### config.mk
export PLATFORM = sky130hd
export DESIGN_NAME = hpsc_top
export DESIGN_NICKNAME = d
export VERILOG_FILES = /design/src/hdl/hpsc_top.v /design/src/hdl/hpsc_port.v
export VERILOG_INCLUDE_DIRS = /design/src /design/src/hdl
export SDC_FILE = /design/constraint.sdc
export NUM_CORES = 2
export LEC_CHECK = 0
export BUFFER_PORTS_ARGS = -buffer_cell sky130_fd_sc_hd__buf_2
export CELL_PAD_IN_SITES_DETAIL_PLACEMENT = 0
export CELL_PAD_IN_SITES_GLOBAL_PLACEMENT = 1
export CORE_ASPECT_RATIO = 0.9
export CORE_MARGIN = 3
export CORE_UTILIZATION = 40
export DETAILED_ROUTE_END_ITERATION = 8
export GPL_TIMING_DRIVEN = 0
export HOLD_SLACK_MARGIN = 0.06
export PLACE_DENSITY = 0.67
export REMOVE_ABC_BUFFERS = 1
export SYNTH_ARGS = -nofsm -noshare
export SYNTH_HDL_FRONTEND = slang
export SYNTH_SLANG_ARGS = --single-unit
### constraint.sdc
create_clock -name i_clk -period 2.72 [get_ports i_clk]
set_input_delay 0.136 -clock i_clk [delete_from_list [all_inputs] [get_ports i_clk]]
set_output_delay 0.136 -clock i_clk [all_outputs]
set_load 0.03 [all_outputs]
### src/hdl/hpsc_map.vh
// Register map, field positions, reset values and timing constants for the hot-plug slot configuration block.
`ifndef HPSC_MAP_VH
`define HPSC_MAP_VH
// Register byte offsets.
`define HPSC_CFG_ADDR 12'h408
`define HPSC_SLOT_CTL_ADDR 12'h410
`define HPSC_SLOT_STS_ADDR 12'h414
// Field positions in the configuration register.
`define HPSC_B_INV_BTN 0
`define HPSC_B_INV_PRS 1
`define HPSC_B_INV_FLT 2
`define HPSC_B_INV_LAT 3
`define HPSC_B_INV_AIND 4
`define HPSC_B_INV_PIND 5
`define HPSC_B_INV_PEN 6
`define HPSC_B_INV_ILK 7
`define HPSC_B_INV_PGD 8
`define HPSC_B_AUTO_OFF 11
`define HPSC_B_LOCK_STS 12
`define HPSC_B_TOGGLE 13
`define HPSC_F_RST_MODE 15:14
`define HPSC_F_P2R 23:16
`define HPSC_F_R2P 31:24
// Writable bits of the configuration register and its reset value.
`define HPSC_CFG_WMASK 32'hFFFFFFFF
`define HPSC_CFG_RESET 32'h14140800
// Reset mode codes.
`define HPSC_MODE_PEC 2'h0
`define HPSC_MODE_PGC 2'h1
`define HPSC_MODE_HOT 2'h2
// Slot control register fields, one bit per port in each byte lane.
`define HPSC_SC_PWR 7:0
`define HPSC_SC_AIND 15:8
`define HPSC_SC_PIND 23:16
`define HPSC_SC_ILK_LANE 24
// Timing: one delay step and the interlock pulse.
`define HPSC_STEP_NS 10000000
`define HPSC_PULSE_NS 125000000
`define HPSC_CLK_NS 100
`endif

### src/hdl/hpsc_top.v
// Hot-plug slot configuration control with APB register access and per-port slot logic.
//
// The APB register port was chosen for this implementation.
`include "hpsc_map.vh"

//////////////////////////////////////////////////////////////////////////////
// Behaviour
// - Config bit 0 inverts attention button input of every port.
// - Config bit 1 inverts presence detect input of every port.
// - Config bit 2 inverts power fault input of every port.
// - Config bit 3 inverts latch sensor input of every port.
// - Config bit 4 inverts attention indicator output of every port.
// - Config bit 5 inverts power indicator output of every port.
// - Config bit 6 inverts slot power enable output of every port.
// - Config bit 7 inverts interlock output of every port.
// - Config bit 8 inverts slot power good input of every port.
// - Bit 11, reset one, removes power when latch opens if latch present and bit 12 clear.
// - Bit 12 makes latch inputs report lock state instead of latch status.
// - Bit 13 clear: writing interlock control one pulses interlock for 125 ms.
// - Bit 13 set: writing interlock control one toggles interlock output.
// - Bits 15:14 select reset source: power enable, power good, hot reset.
// - Bits 23:16 give power-stable to reset release delay in 10 ms steps.
// - Power-to-reset delay resets to 0x14, which is 200 ms.
// - Bits 31:24 give reset assertion to power off delay, reset 0x14.
// - Sticky fields survive hot reset; only fundamental reset restores defaults.
module hpsc_top #(
  parameter PORTS = 8,
  parameter STEP_CYCLES = (`HPSC_STEP_NS + `HPSC_CLK_NS - 1) / `HPSC_CLK_NS,
  parameter PULSE_CYCLES = (`HPSC_PULSE_NS + `HPSC_CLK_NS - 1) / `HPSC_CLK_NS
) (
  // Clock and resets.
  input wire i_clk,
  input wire i_sys_rst,
  input wire i_hot_rst,
  // APB slave.
  input wire i_psel,
  input wire i_penable,
  input wire i_pwrite,
  input wire [11:0] i_paddr,
  input wire [31:0] i_pwdata,
  output wire o_pready,
  output wire o_pslverr,
  output reg [31:0] o_prdata,
  // Slot capability.
  input wire [PORTS-1:0] i_latch_present_flag,
  // Slot pins in, raw polarity.
  input wire [PORTS-1:0] i_attention_button_in,
  input wire [PORTS-1:0] i_presence_detect_in,
  input wire [PORTS-1:0] i_power_fault_in,
  input wire [PORTS-1:0] i_latch_sensor_in,
  input wire [PORTS-1:0] i_slot_power_good_in,
  // Slot pins out, pin polarity.
  output reg [PORTS-1:0] o_attention_indicator_out,
  output reg [PORTS-1:0] o_power_indicator_out,
  output reg [PORTS-1:0] o_slot_power_enable_out,
  output reg [PORTS-1:0] o_interlock_out,
  output reg [PORTS-1:0] o_downstream_reset
);

  //////////////////////////////////////////////////////////////////////////////
  // Registers and synchronisers.
  reg [31:0] hotplug_config_control;
  reg [PORTS-1:0] power_controller_ctl;
  reg [PORTS-1:0] attn_ind_ctl;
  reg [PORTS-1:0] pwr_ind_ctl;
  reg [PORTS-1:0] sy1_btn, sy2_btn;
  reg [PORTS-1:0] sy1_prs, sy2_prs;
  reg [PORTS-1:0] sy1_flt, sy2_flt;
  reg [PORTS-1:0] sy1_lat, sy2_lat;
  reg [PORTS-1:0] sy1_pgd, sy2_pgd;
  reg [PORTS-1:0] sensed_btn, sensed_prs, sensed_flt, sensed_lat, sensed_pgd;
  wire [PORTS-1:0] pwr_on, rst_active, ilk;
  wire wr_en;
  wire rd_en;
  wire ilk_wr;
  wire addr_ok;

  // Polarity fix: XOR a level with a broadcast invert bit.
  function [PORTS-1:0] hpsc_pol;
    input [PORTS-1:0] val;
    input inv;
    begin
      hpsc_pol = val ^ {PORTS{inv}};
    end
  endfunction

  // Places a per-port vector in the low bits of one byte lane, spare ports read zero.
  function [7:0] hpsc_lane;
    input [PORTS-1:0] val;
    begin
      hpsc_lane = 8'h00;
      hpsc_lane[PORTS-1:0] = val;
    end
  endfunction

  // Takes the per-port bits from the low end of one byte lane; bits of absent ports are dropped.
  function [PORTS-1:0] hpsc_field;
    input [7:0] lane;
    begin
      hpsc_field = lane[PORTS-1:0];
    end
  endfunction

  //////////////////////////////////////////////////////////////////////////////
  // APB decode; zero wait states, unmapped addresses answer with an error.
  assign addr_ok = (i_paddr == `HPSC_CFG_ADDR) || (i_paddr == `HPSC_SLOT_CTL_ADDR) ||
                   (i_paddr == `HPSC_SLOT_STS_ADDR);
  assign o_pready = 1'b1;
  assign o_pslverr = i_psel & i_penable & ~addr_ok;
  assign wr_en = i_psel & i_penable & i_pwrite;
  assign rd_en = i_psel & ~i_penable & ~i_pwrite;
  assign ilk_wr = wr_en && (i_paddr == `HPSC_SLOT_CTL_ADDR);

  // Configuration register: every field is sticky, restored to its reset value only by the system reset.
  always @(posedge i_clk) begin
    if (i_sys_rst) begin
      hotplug_config_control <= `HPSC_CFG_RESET;
    end else if (wr_en && i_paddr == `HPSC_CFG_ADDR) begin
      hotplug_config_control <= i_pwdata & `HPSC_CFG_WMASK;
    end
  end

  // Slot control register: power, indicators; hot reset drops slot power requests.
  always @(posedge i_clk) begin
    if (i_sys_rst || i_hot_rst) begin
      power_controller_ctl <= {PORTS{1'b0}};
      attn_ind_ctl <= {PORTS{1'b0}};
      pwr_ind_ctl <= {PORTS{1'b0}};
    end else if (ilk_wr) begin
      power_controller_ctl <= hpsc_field(i_pwdata[`HPSC_SC_PWR]);
      attn_ind_ctl <= hpsc_field(i_pwdata[`HPSC_SC_AIND]);
      pwr_ind_ctl <= hpsc_field(i_pwdata[`HPSC_SC_PIND]);
    end
  end

  // Read data is captured in the setup phase and held for the access phase.
  always @(posedge i_clk) begin
    if (i_sys_rst) begin
      o_prdata <= 32'h00000000;
    end else if (rd_en) begin
      case (i_paddr)
        `HPSC_CFG_ADDR: o_prdata <= hotplug_config_control;
        `HPSC_SLOT_CTL_ADDR: o_prdata <= {8'h00, hpsc_lane(pwr_ind_ctl), hpsc_lane(attn_ind_ctl),
                                          hpsc_lane(power_controller_ctl)};
        `HPSC_SLOT_STS_ADDR: o_prdata <= {hpsc_lane(sensed_pgd), hpsc_lane(sensed_lat),
                                          hpsc_lane(sensed_prs | sensed_flt), hpsc_lane(sensed_btn)};
        default: o_prdata <= 32'h00000000;
      endcase
    end
  end

  //////////////////////////////////////////////////////////////////////////////
  // Two-stage synchronisers for slot pins.
  always @(posedge i_clk) begin
    sy1_btn <= i_attention_button_in;
    sy2_btn <= sy1_btn;
    sy1_prs <= i_presence_detect_in;
    sy2_prs <= sy1_prs;
    sy1_flt <= i_power_fault_in;
    sy2_flt <= sy1_flt;
    sy1_lat <= i_latch_sensor_in;
    sy2_lat <= sy1_lat;
    sy1_pgd <= i_slot_power_good_in;
    sy2_pgd <= sy1_pgd;
  end

  // Sensed input levels after polarity correction.
  always @(posedge i_clk) begin
    if (i_sys_rst) begin
      sensed_btn <= {PORTS{1'b0}};
      sensed_prs <= {PORTS{1'b0}};
      sensed_flt <= {PORTS{1'b0}};
      sensed_lat <= {PORTS{1'b0}};
      sensed_pgd <= {PORTS{1'b0}};
    end else begin
      sensed_btn <= hpsc_pol(sy2_btn, hotplug_config_control[`HPSC_B_INV_BTN]);
      sensed_prs <= hpsc_pol(sy2_prs, hotplug_config_control[`HPSC_B_INV_PRS]);
      sensed_flt <= hpsc_pol(sy2_flt, hotplug_config_control[`HPSC_B_INV_FLT]);
      sensed_lat <= hpsc_pol(sy2_lat, hotplug_config_control[`HPSC_B_INV_LAT]);
      sensed_pgd <= hpsc_pol(sy2_pgd, hotplug_config_control[`HPSC_B_INV_PGD]);
    end
  end

  //////////////////////////////////////////////////////////////////////////////
  // Per-port sequencers.
  genvar g;
  generate
    for (g = 0; g < PORTS; g = g + 1) begin : g_port
      hpsc_port #(
        .STEP_CYCLES(STEP_CYCLES),
        .PULSE_CYCLES(PULSE_CYCLES)
      ) u_port (
        .i_clk(i_clk),
        .i_sys_rst(i_sys_rst),
        .i_hot_rst(i_hot_rst),
        .i_mode(hotplug_config_control[`HPSC_F_RST_MODE]),
        .i_p2r(hotplug_config_control[`HPSC_F_P2R]),
        .i_r2p(hotplug_config_control[`HPSC_F_R2P]),
        .i_auto_off(hotplug_config_control[`HPSC_B_AUTO_OFF]),
        .i_latch_present(i_latch_present_flag[g]),
        .i_lock_sts(hotplug_config_control[`HPSC_B_LOCK_STS]),
        .i_toggle(hotplug_config_control[`HPSC_B_TOGGLE]),
        .i_pwr_req(power_controller_ctl[g]),
        .i_latch_open(sensed_lat[g]),
        .i_pwr_good(sensed_pgd[g]),
        .i_ilk_write(ilk_wr & i_pwdata[`HPSC_SC_ILK_LANE + g]),
        .o_pwr_on(pwr_on[g]),
        .o_rst_active(rst_active[g]),
        .o_ilk(ilk[g])
      );
    end
  endgenerate

  // Output pins with polarity selection; downstream reset has none.
  always @(posedge i_clk) begin
    if (i_sys_rst) begin
      o_attention_indicator_out <= {PORTS{1'b0}};
      o_power_indicator_out <= {PORTS{1'b0}};
      o_slot_power_enable_out <= {PORTS{1'b0}};
      o_interlock_out <= {PORTS{1'b0}};
      o_downstream_reset <= {PORTS{1'b1}};
    end else begin
      o_attention_indicator_out <= hpsc_pol(attn_ind_ctl, hotplug_config_control[`HPSC_B_INV_AIND]);
      o_power_indicator_out <= hpsc_pol(pwr_ind_ctl, hotplug_config_control[`HPSC_B_INV_PIND]);
      o_slot_power_enable_out <= hpsc_pol(pwr_on, hotplug_config_control[`HPSC_B_INV_PEN]);
      o_interlock_out <= hpsc_pol(ilk, hotplug_config_control[`HPSC_B_INV_ILK]);
      o_downstream_reset <= rst_active;
    end
  end

endmodule

### src/hdl/hpsc_port.v
// Per-port power, reset sequencing and interlock logic for one downstream slot.
`include "hpsc_map.vh"

module hpsc_port #(
  parameter STEP_CYCLES = 100000,
  parameter PULSE_CYCLES = 1250000
) (
  // Clock and resets.
  input wire i_clk,
  input wire i_sys_rst,
  input wire i_hot_rst,
  // Configuration.
  input wire [1:0] i_mode,
  input wire [7:0] i_p2r,
  input wire [7:0] i_r2p,
  input wire i_auto_off,
  input wire i_latch_present,
  input wire i_lock_sts,
  input wire i_toggle,
  // Slot request and sensed state, true polarity.
  input wire i_pwr_req,
  input wire i_latch_open,
  input wire i_pwr_good,
  input wire i_ilk_write,
  // Outputs, true polarity.
  output reg o_pwr_on,
  output reg o_rst_active,
  output reg o_ilk
);

  localparam ST_OFF = 2'h0;
  localparam ST_WAIT_RLS = 2'h1;
  localparam ST_ON = 2'h2;
  localparam ST_WAIT_OFF = 2'h3;

  reg [1:0] state;
  reg [7:0] steps;
  reg [31:0] tick;
  reg [31:0] pulse;
  wire want_on;
  wire stable;
  wire step_end;

  // Latch-open power off only when latch reports status, not lock state.
  assign want_on = i_pwr_req & ~(i_auto_off & i_latch_present & ~i_lock_sts & i_latch_open);
  assign stable = (i_mode == `HPSC_MODE_PGC) ? i_pwr_good : o_pwr_on;
  assign step_end = (tick == STEP_CYCLES - 1);

  // Power and reset sequencer with delays in 10 ms steps.
  always @(posedge i_clk) begin
    if (i_sys_rst) begin
      state <= ST_OFF;
      steps <= 8'h00;
      tick <= 32'h0;
      o_pwr_on <= 1'b0;
      o_rst_active <= 1'b1;
    end else begin
      tick <= (step_end || state == ST_OFF || state == ST_ON) ? 32'h0 : tick + 32'h1;
      case (state)
        ST_OFF: begin
          o_rst_active <= 1'b1;
          if (want_on) begin
            o_pwr_on <= 1'b1;
            steps <= i_p2r;
            state <= ST_WAIT_RLS;
          end
        end
        ST_WAIT_RLS: begin
          if (!want_on) begin
            state <= ST_WAIT_OFF;
            steps <= 8'h00;
          end else if (!stable) begin
            steps <= i_p2r;
          end else if (steps == 8'h00) begin
            o_rst_active <= (i_mode == `HPSC_MODE_HOT) ? i_hot_rst : 1'b0;
            state <= ST_ON;
          end else if (step_end) begin
            steps <= steps - 8'h01;
          end
        end
        ST_ON: begin
          if (i_mode == `HPSC_MODE_HOT) begin
            o_rst_active <= i_hot_rst;
          end else if (i_mode == `HPSC_MODE_PGC && !i_pwr_good) begin
            o_rst_active <= 1'b1;
          end
          if (!want_on) begin
            o_rst_active <= 1'b1;
            steps <= i_r2p;
            state <= ST_WAIT_OFF;
          end
        end
        ST_WAIT_OFF: begin
          if (steps == 8'h00) begin
            o_pwr_on <= 1'b0;
            state <= ST_OFF;
          end else if (step_end) begin
            steps <= steps - 8'h01;
          end
        end
        default: begin
          state <= ST_OFF;
        end
      endcase
    end
  end

  // Interlock: pulse for a fixed time or toggle on each write of one.
  always @(posedge i_clk) begin
    if (i_sys_rst) begin
      o_ilk <= 1'b0;
      pulse <= 32'h0;
    end else if (i_ilk_write && i_toggle) begin
      o_ilk <= ~o_ilk;
      pulse <= 32'h0;
    end else if (i_ilk_write) begin
      o_ilk <= 1'b1;
      pulse <= PULSE_CYCLES;
    end else if (pulse != 32'h0) begin
      pulse <= pulse - 32'h1;
      if (pulse == 32'h1) begin
        o_ilk <= 1'b0;
      end
    end
  end

endmodule

Yosys cells after proc, flatten, opt, wreduce, memory -nomap -nowiden
Index checks and enable logic that the tools add are counted. W data, S select, Z words.

Eq/ne operators: 117. Reduce and logical (&&, ||, !) cells: 173. Bitwise operators: 75. $add $sub $neg: 24. Multipliers: 0. Divide/modulo/power cells: 0. Multiplexer cells: 250. Shift-type cells: 0. Order comparisons: 0.

Operators with widths (count): $mux W8 (48); $mux W21 (16); $add A32 B1 Y32 const B (8); $eq A32 B1 Y1 const B (8); $eq A32 B17 Y1 const B (8); $pmux W8 S4 (8); $reduce_bool A32 Y1 (8); $sub A32 B1 Y32 const B (8); $mux W1 (105); $mux W2 (48); $pmux W32 S3 (1); $ne A2 B1 Y1 const B (40); $reduce_and A5 Y1 (16); $reduce_bool A3 Y1 (24); $xor A8 B8 Y8 (9); $logic_not A8 Y1 (8); $pmux W2 S4 (8); $sub A8 B1 Y8 const B (8); $ne A3 B3 Y1 const B (16); $and A1 B1 Y1 (45); $eq A12 B11 Y1 const B (3); $eq A2 B2 Y1 const B (17); $ne A4 B4 Y1 const B (8); $reduce_and A2 Y1 (16); 14 further kinds (155).

Output and inout bits: 74. Memories: 0. Bits in registers: 864. Memory bits (writable): 0. Bits in latches: 0. Word-level logic and storage cells: 728. Memory bits (read-only): 0.

Logic depth before layout (Yosys ltp)
Depth after elaboration: 7. Gate-level depth with buffers: 9.

By module
From an unflattened synthesis, not the netlist that was laid out.

Cell total of the unflattened synthesis: 4700. Area, all modules: 40630.2 um^2.

By module, submodules not included: hpsc_port (g_port[0].u_port ...) (cells each 479, seq. area each 1541.5 um^2, area each 3991.3 um^2, times used 5); hpsc_top (cells each 806, seq. area each 4964.8 um^2, area each 8212.9 um^2, times used 1); hpsc_port (g_port[7].u_port) (cells each 498, seq. area each 1541.5 um^2, area each 4217.8 um^2, times used 1); hpsc_port (g_port[1].u_port) (cells each 499, seq. area each 1541.5 um^2, area each 4187.8 um^2, times used 1); hpsc_port (g_port[6].u_port) (cells each 502, seq. area each 1541.5 um^2, area each 4055.1 um^2, times used 1).

Least setup slack after synthesis
OpenSTA, ideal clock, no wires.

Kind: register -> register. From: reg g_port[4].u_port.tick[26]. To: reg g_port[4].u_port.steps[5]. Arrival time: 2251 ps. Setup time: 127 ps. Clock period less this slack: 2379 ps. Cell stages (with the launch flop): 7. Path slack: 341 ps. Buffers on the path: 0. Path through: dfxtp_1 > or4_1 > or4_4 > nor4b_2 > nand3b_1 > mux2_1 > o2bb2ai_1.

Word-level cells in the longest chain between the ends: 6.

RTL lines: from (decl) (RTL line hpsc_port.v:38) `reg [31:0] tick;`; from (signal assigned) (RTL line hpsc_port.v:58) `tick <= (step_end || state == ST_OFF || state == ST_ON) ? 32'h0 : tick + 32'h1;`; $eq A32 B17 Y1 (*) (RTL line hpsc_port.v:47) `assign step_end = (tick == STEP_CYCLES - 1);`; $mux W8 (*) (2 in a row); $mux W8 (2 in a row); $pmux W8 S4 (*); to (signal assigned) (RTL line hpsc_port.v:64) `steps <= i_p2r;`; to (signal assigned) (RTL line hpsc_port.v:73) `steps <= i_p2r;`; to (signal assigned) (RTL line hpsc_port.v:78) `steps <= steps - 8'h01;`; to (decl) (RTL line hpsc_port.v:37) `reg [7:0] steps;`.

Mark *: on every way between the ends. The rest lies on a longest branch, timed or not. A chain may end at the register's enable or synchronous reset.

Worst setup path in the final report
From: reg g_port[1].u_port.tick[8]. To: reg g_port[1].u_port.steps[5].

Word-level cells in the longest chain between the ends: 6.

RTL lines (RTL line): from (decl) (hpsc_port.v:38); from (signal assigned) (hpsc_port.v:58); $eq A32 B17 Y1 (*) (hpsc_port.v:47); $mux W8 (*) (2 in a row); $mux W8 (2 in a row); $pmux W8 S4 (*); to (signal assigned) (hpsc_port.v:64); to (signal assigned) (hpsc_port.v:73); to (signal assigned) (hpsc_port.v:78); to (decl) (hpsc_port.v:37).

Marks and branches as above.

==> results.sh <==
export IMPL_outcome="completed"
export IMPL_initialDrtViolationCount=2501
export IMPL_globalRouteOverflowTotal=0
export IMPL_mappedNetlistArea_sq_um=40260
export IMPL_cp_capture_type="register"
export IMPL_seq_power_share_pct=36.6
export IMPL_number_of_cts_inserted_buffers=95
export IMPL_initial_util_pct=40.66
export IMPL_grt_antenna_before_repair=4
export IMPL_width_of_the_die_um=340.4
export IMPL_clock_tree_buffer_depth=3
export IMPL_setup_tns_ns=0
export IMPL_yosysSeqAreaShare_pct=42.96
export IMPL_worst_setup_path_start_kind="register"
export IMPL_fin_worst_skew_ns=0.03803
export IMPL_insertion_delay_ns=0.68
export IMPL_yosys_warnings=0
export IMPL_wl_per_cell_um=18.31
export IMPL_static_leakage_power_nw=16.85
export IMPL_port_buffers=170
export IMPL_std_cell_rows=109
export IMPL_grt_first_pass_wirelength_um=181600
export IMPL_totalWireLength_um=116400
export IMPL_power_frac_clock_pct=32.1
export IMPL_pin_count_of_the_biggest_net_entering_global_routing=91
export IMPL_fmax_mhz=377.3
export IMPL_clock_tree_htree_level_count=3
export IMPL_syn_to_final_growth_pct=17.34
export IMPL_synth_area_leader_cell="dfxtp_1"
export IMPL_comb_power_share_pct=31.3
export IMPL_critical_path_arrival_ns=3.21
export IMPL_global_route_usage_total_pct=21.52
export IMPL_synthFlopType="dfxtp_1"
export IMPL_synthesized_area_per_cell_sq_um=8.473
export IMPL_maxSlewHeadroom_pct=5.756
export IMPL_final_min_clock_period_ns=2.650
export IMPL_report_final_setup_viol=0
export IMPL_nets=5127
export IMPL_cts_tree="built"
export IMPL_final_max_slew_viol_count=0
export IMPL_critPathKind="register to register"
export IMPL_layout_cell_area_non_filler_sq_um=47240
export IMPL_postRouteAntennaNets=0
export IMPL_max_slew_worst_pin_slew_ns=1.412
export IMPL_core_area_sq_um=99010
export IMPL_vdd_drop_max_uv=718.3
export IMPL_synth_top_cells_by_count="dfxtp_1 (864), nor2_1 (748), nand2_1 (373), xnor2_1 (283), a21oi_1 (278)"
export IMPL_numClockSinks=864
export IMPL_synthesis_instances=4752
export IMPL_synth_register_bits=864
export IMPL_synth_edff_count=0
export IMPL_post_synth_top_area_fraction_pct=42.96
export IMPL_netSwitchingPower_mw=15.25
export IMPL_die_outline_area_sq_um=104500
export IMPL_gp_congestion=0.8634
export IMPL_yosys_top_cells_area="dfxtp_1 (43%), nor2_1 (7.0%), xnor2_1 (6.2%)"
export IMPL_via_density_per_instance=5.394
export IMPL_synth_most_common_cell="dfxtp_1"
export IMPL_drc=0
export IMPL_min_path_type="primary input to register"
export IMPL_drv_cap=0
export IMPL_detailedRoute_firstPassIterationCount=6
export IMPL_crit_path_max_fanout=6
export IMPL_chipHeight_um=307.0
export IMPL_detailed_place_area_sq_um=42360
export IMPL_synth_async_reset_ratio_pct=0
export IMPL_routed_via_count=34287
export IMPL_power_internal_mw=28.24
export IMPL_timing_final_crit_share_pct=97.44
export IMPL_ioPinCount=172
export IMPL_totalPowerFinal_mw=43.49
export IMPL_root_buffer="clkbuf_16"
export IMPL_sw_share_pct=35.06
export IMPL_detailed_place_hpwl_um=77480
export IMPL_power_density_cell_area_nw_per_um2=920.5
export IMPL_cp_data_required_time_ns=3.28
export IMPL_synth_cell_type_count=86
export IMPL_drive_gt1_share_pct=9.498
export IMPL_hold_viol=0
export IMPL_grt_pass1_vias=31967
export IMPL_cts_clk_slew_worst_paths_ns=0.06
-- final timing paths --
kind                                to  slack [ns]                      from  cells past startpoint
max          g_port[1].u_port.steps[5]        0.07  g_port[1].u_port.tick[8]                      5
max reg2reg  g_port[1].u_port.steps[5]        0.07  g_port[1].u_port.tick[8]                      5
min reg2reg                 sy2_pgd[5]        0.33                sy1_pgd[5]                      0
min                         sy1_lat[2]        0.11      i_latch_sensor_in[2]                      2
-- layer usage --
layer / global-route usage (%) / wire [um]
met1: 31.42 / 57610
met2: 32.19 / 48460
met3: 4.238 / 7493
met4: 5.908 / 2833
met5: 0 / 0
-- sequential cells by signal (all words and copies together), names as in the netlist, 16 cells and up --
signal and cells:
g_port.u_port.pulse 256, g_port.u_port.state 16, g_port.u_port.steps 64, g_port.u_port.tick 256
hotplug_config_control 32, o_prdata 32
-- power groups by stage --
stage	clock (mW)	sequential (mW)	combinational, mW
finish	14.0	15.9	13.6
floorplan	0	15.8	10.3
detailed placement	0	16.1	13.1
global placement	0	16.1	13.0
CTS	14.4	15.9	13.3
global route	14.9	16.2	15.3
-- layout make-up --
class	instances	area, sq um
clock buffers	136	2814
fillers	9631	51770
flip-flops and latches	864	17300
inverters	128	480.5
well taps	1332	1667
repair buffers	310	2399
clock inverters	42	623.1
diodes	3	7.507
multi-input cells	3542	21950
-- cells in the final DEF, fill, tap and decap left out, types with 127 or more instances in the layout --
| master | n |
|---|---|
| dfxtp_1 | 862 |
| nor2_1 | 744 |
| nand2_1 | 369 |
| xnor2_1 | 283 |
| a21oi_1 | 278 |
| xor2_1 | 215 |
| nand3_1 | 181 |
| buf_2 | 169 |
| nor3_1 | 132 |
| inv_1 | 127 |
-- through the flow --
step                hold WS [ns]  util (%)  std cells  setup WS, ns
floorplan                 0.1637         -       4534        -1.289
global placement          0.2391     42.37       6036        -7.148
detailed placement        0.2396     42.78       6059       -0.7448
CTS                      0.06038     47.45       6347      -0.01949
global route             0.08306     47.71       6356     -0.009977
finish                    0.1123     47.71       6357       0.06966
-- critical path, cell delays in order, from the launching register on --
cell,delay [ns]
dfxtp_1,0.36
nand2b_1,0.16
or4_1,0.46
nor4b_1,1.09
nand3b_1,0.18
a32o_1,0.30
-- cell families (layout without fill, tap and decap cells) --
kind of cell / after synthesis / in the layout / synth area share, %
multiplexers: 48 / 48 / 1.231
AO/OA/AOI/OAI: 788 / 788 / 12.74
adder cells (fa/ha/maj): 88 / 88 / 2.735
buffers and inverters: 346 / 616 / 3.257
AND/OR/NAND/NOR: 2119 / 2119 / 26.23
XOR/XNOR: 498 / 498 / 10.83
other: 1 / 4 / 0.009314
flip-flops: 864 / 864 / 42.96
-- what timing repair did --
item	4_1_cts	5_1_grt
pin swaps	0	3
hold buffers	108	0
buffers inserted	2	7
resized for setup	15	40
setup endpoints to repair	215	265
hold endpoints to repair	222	0
gates cloned	0	0
(Power assumes the default switching activity.)
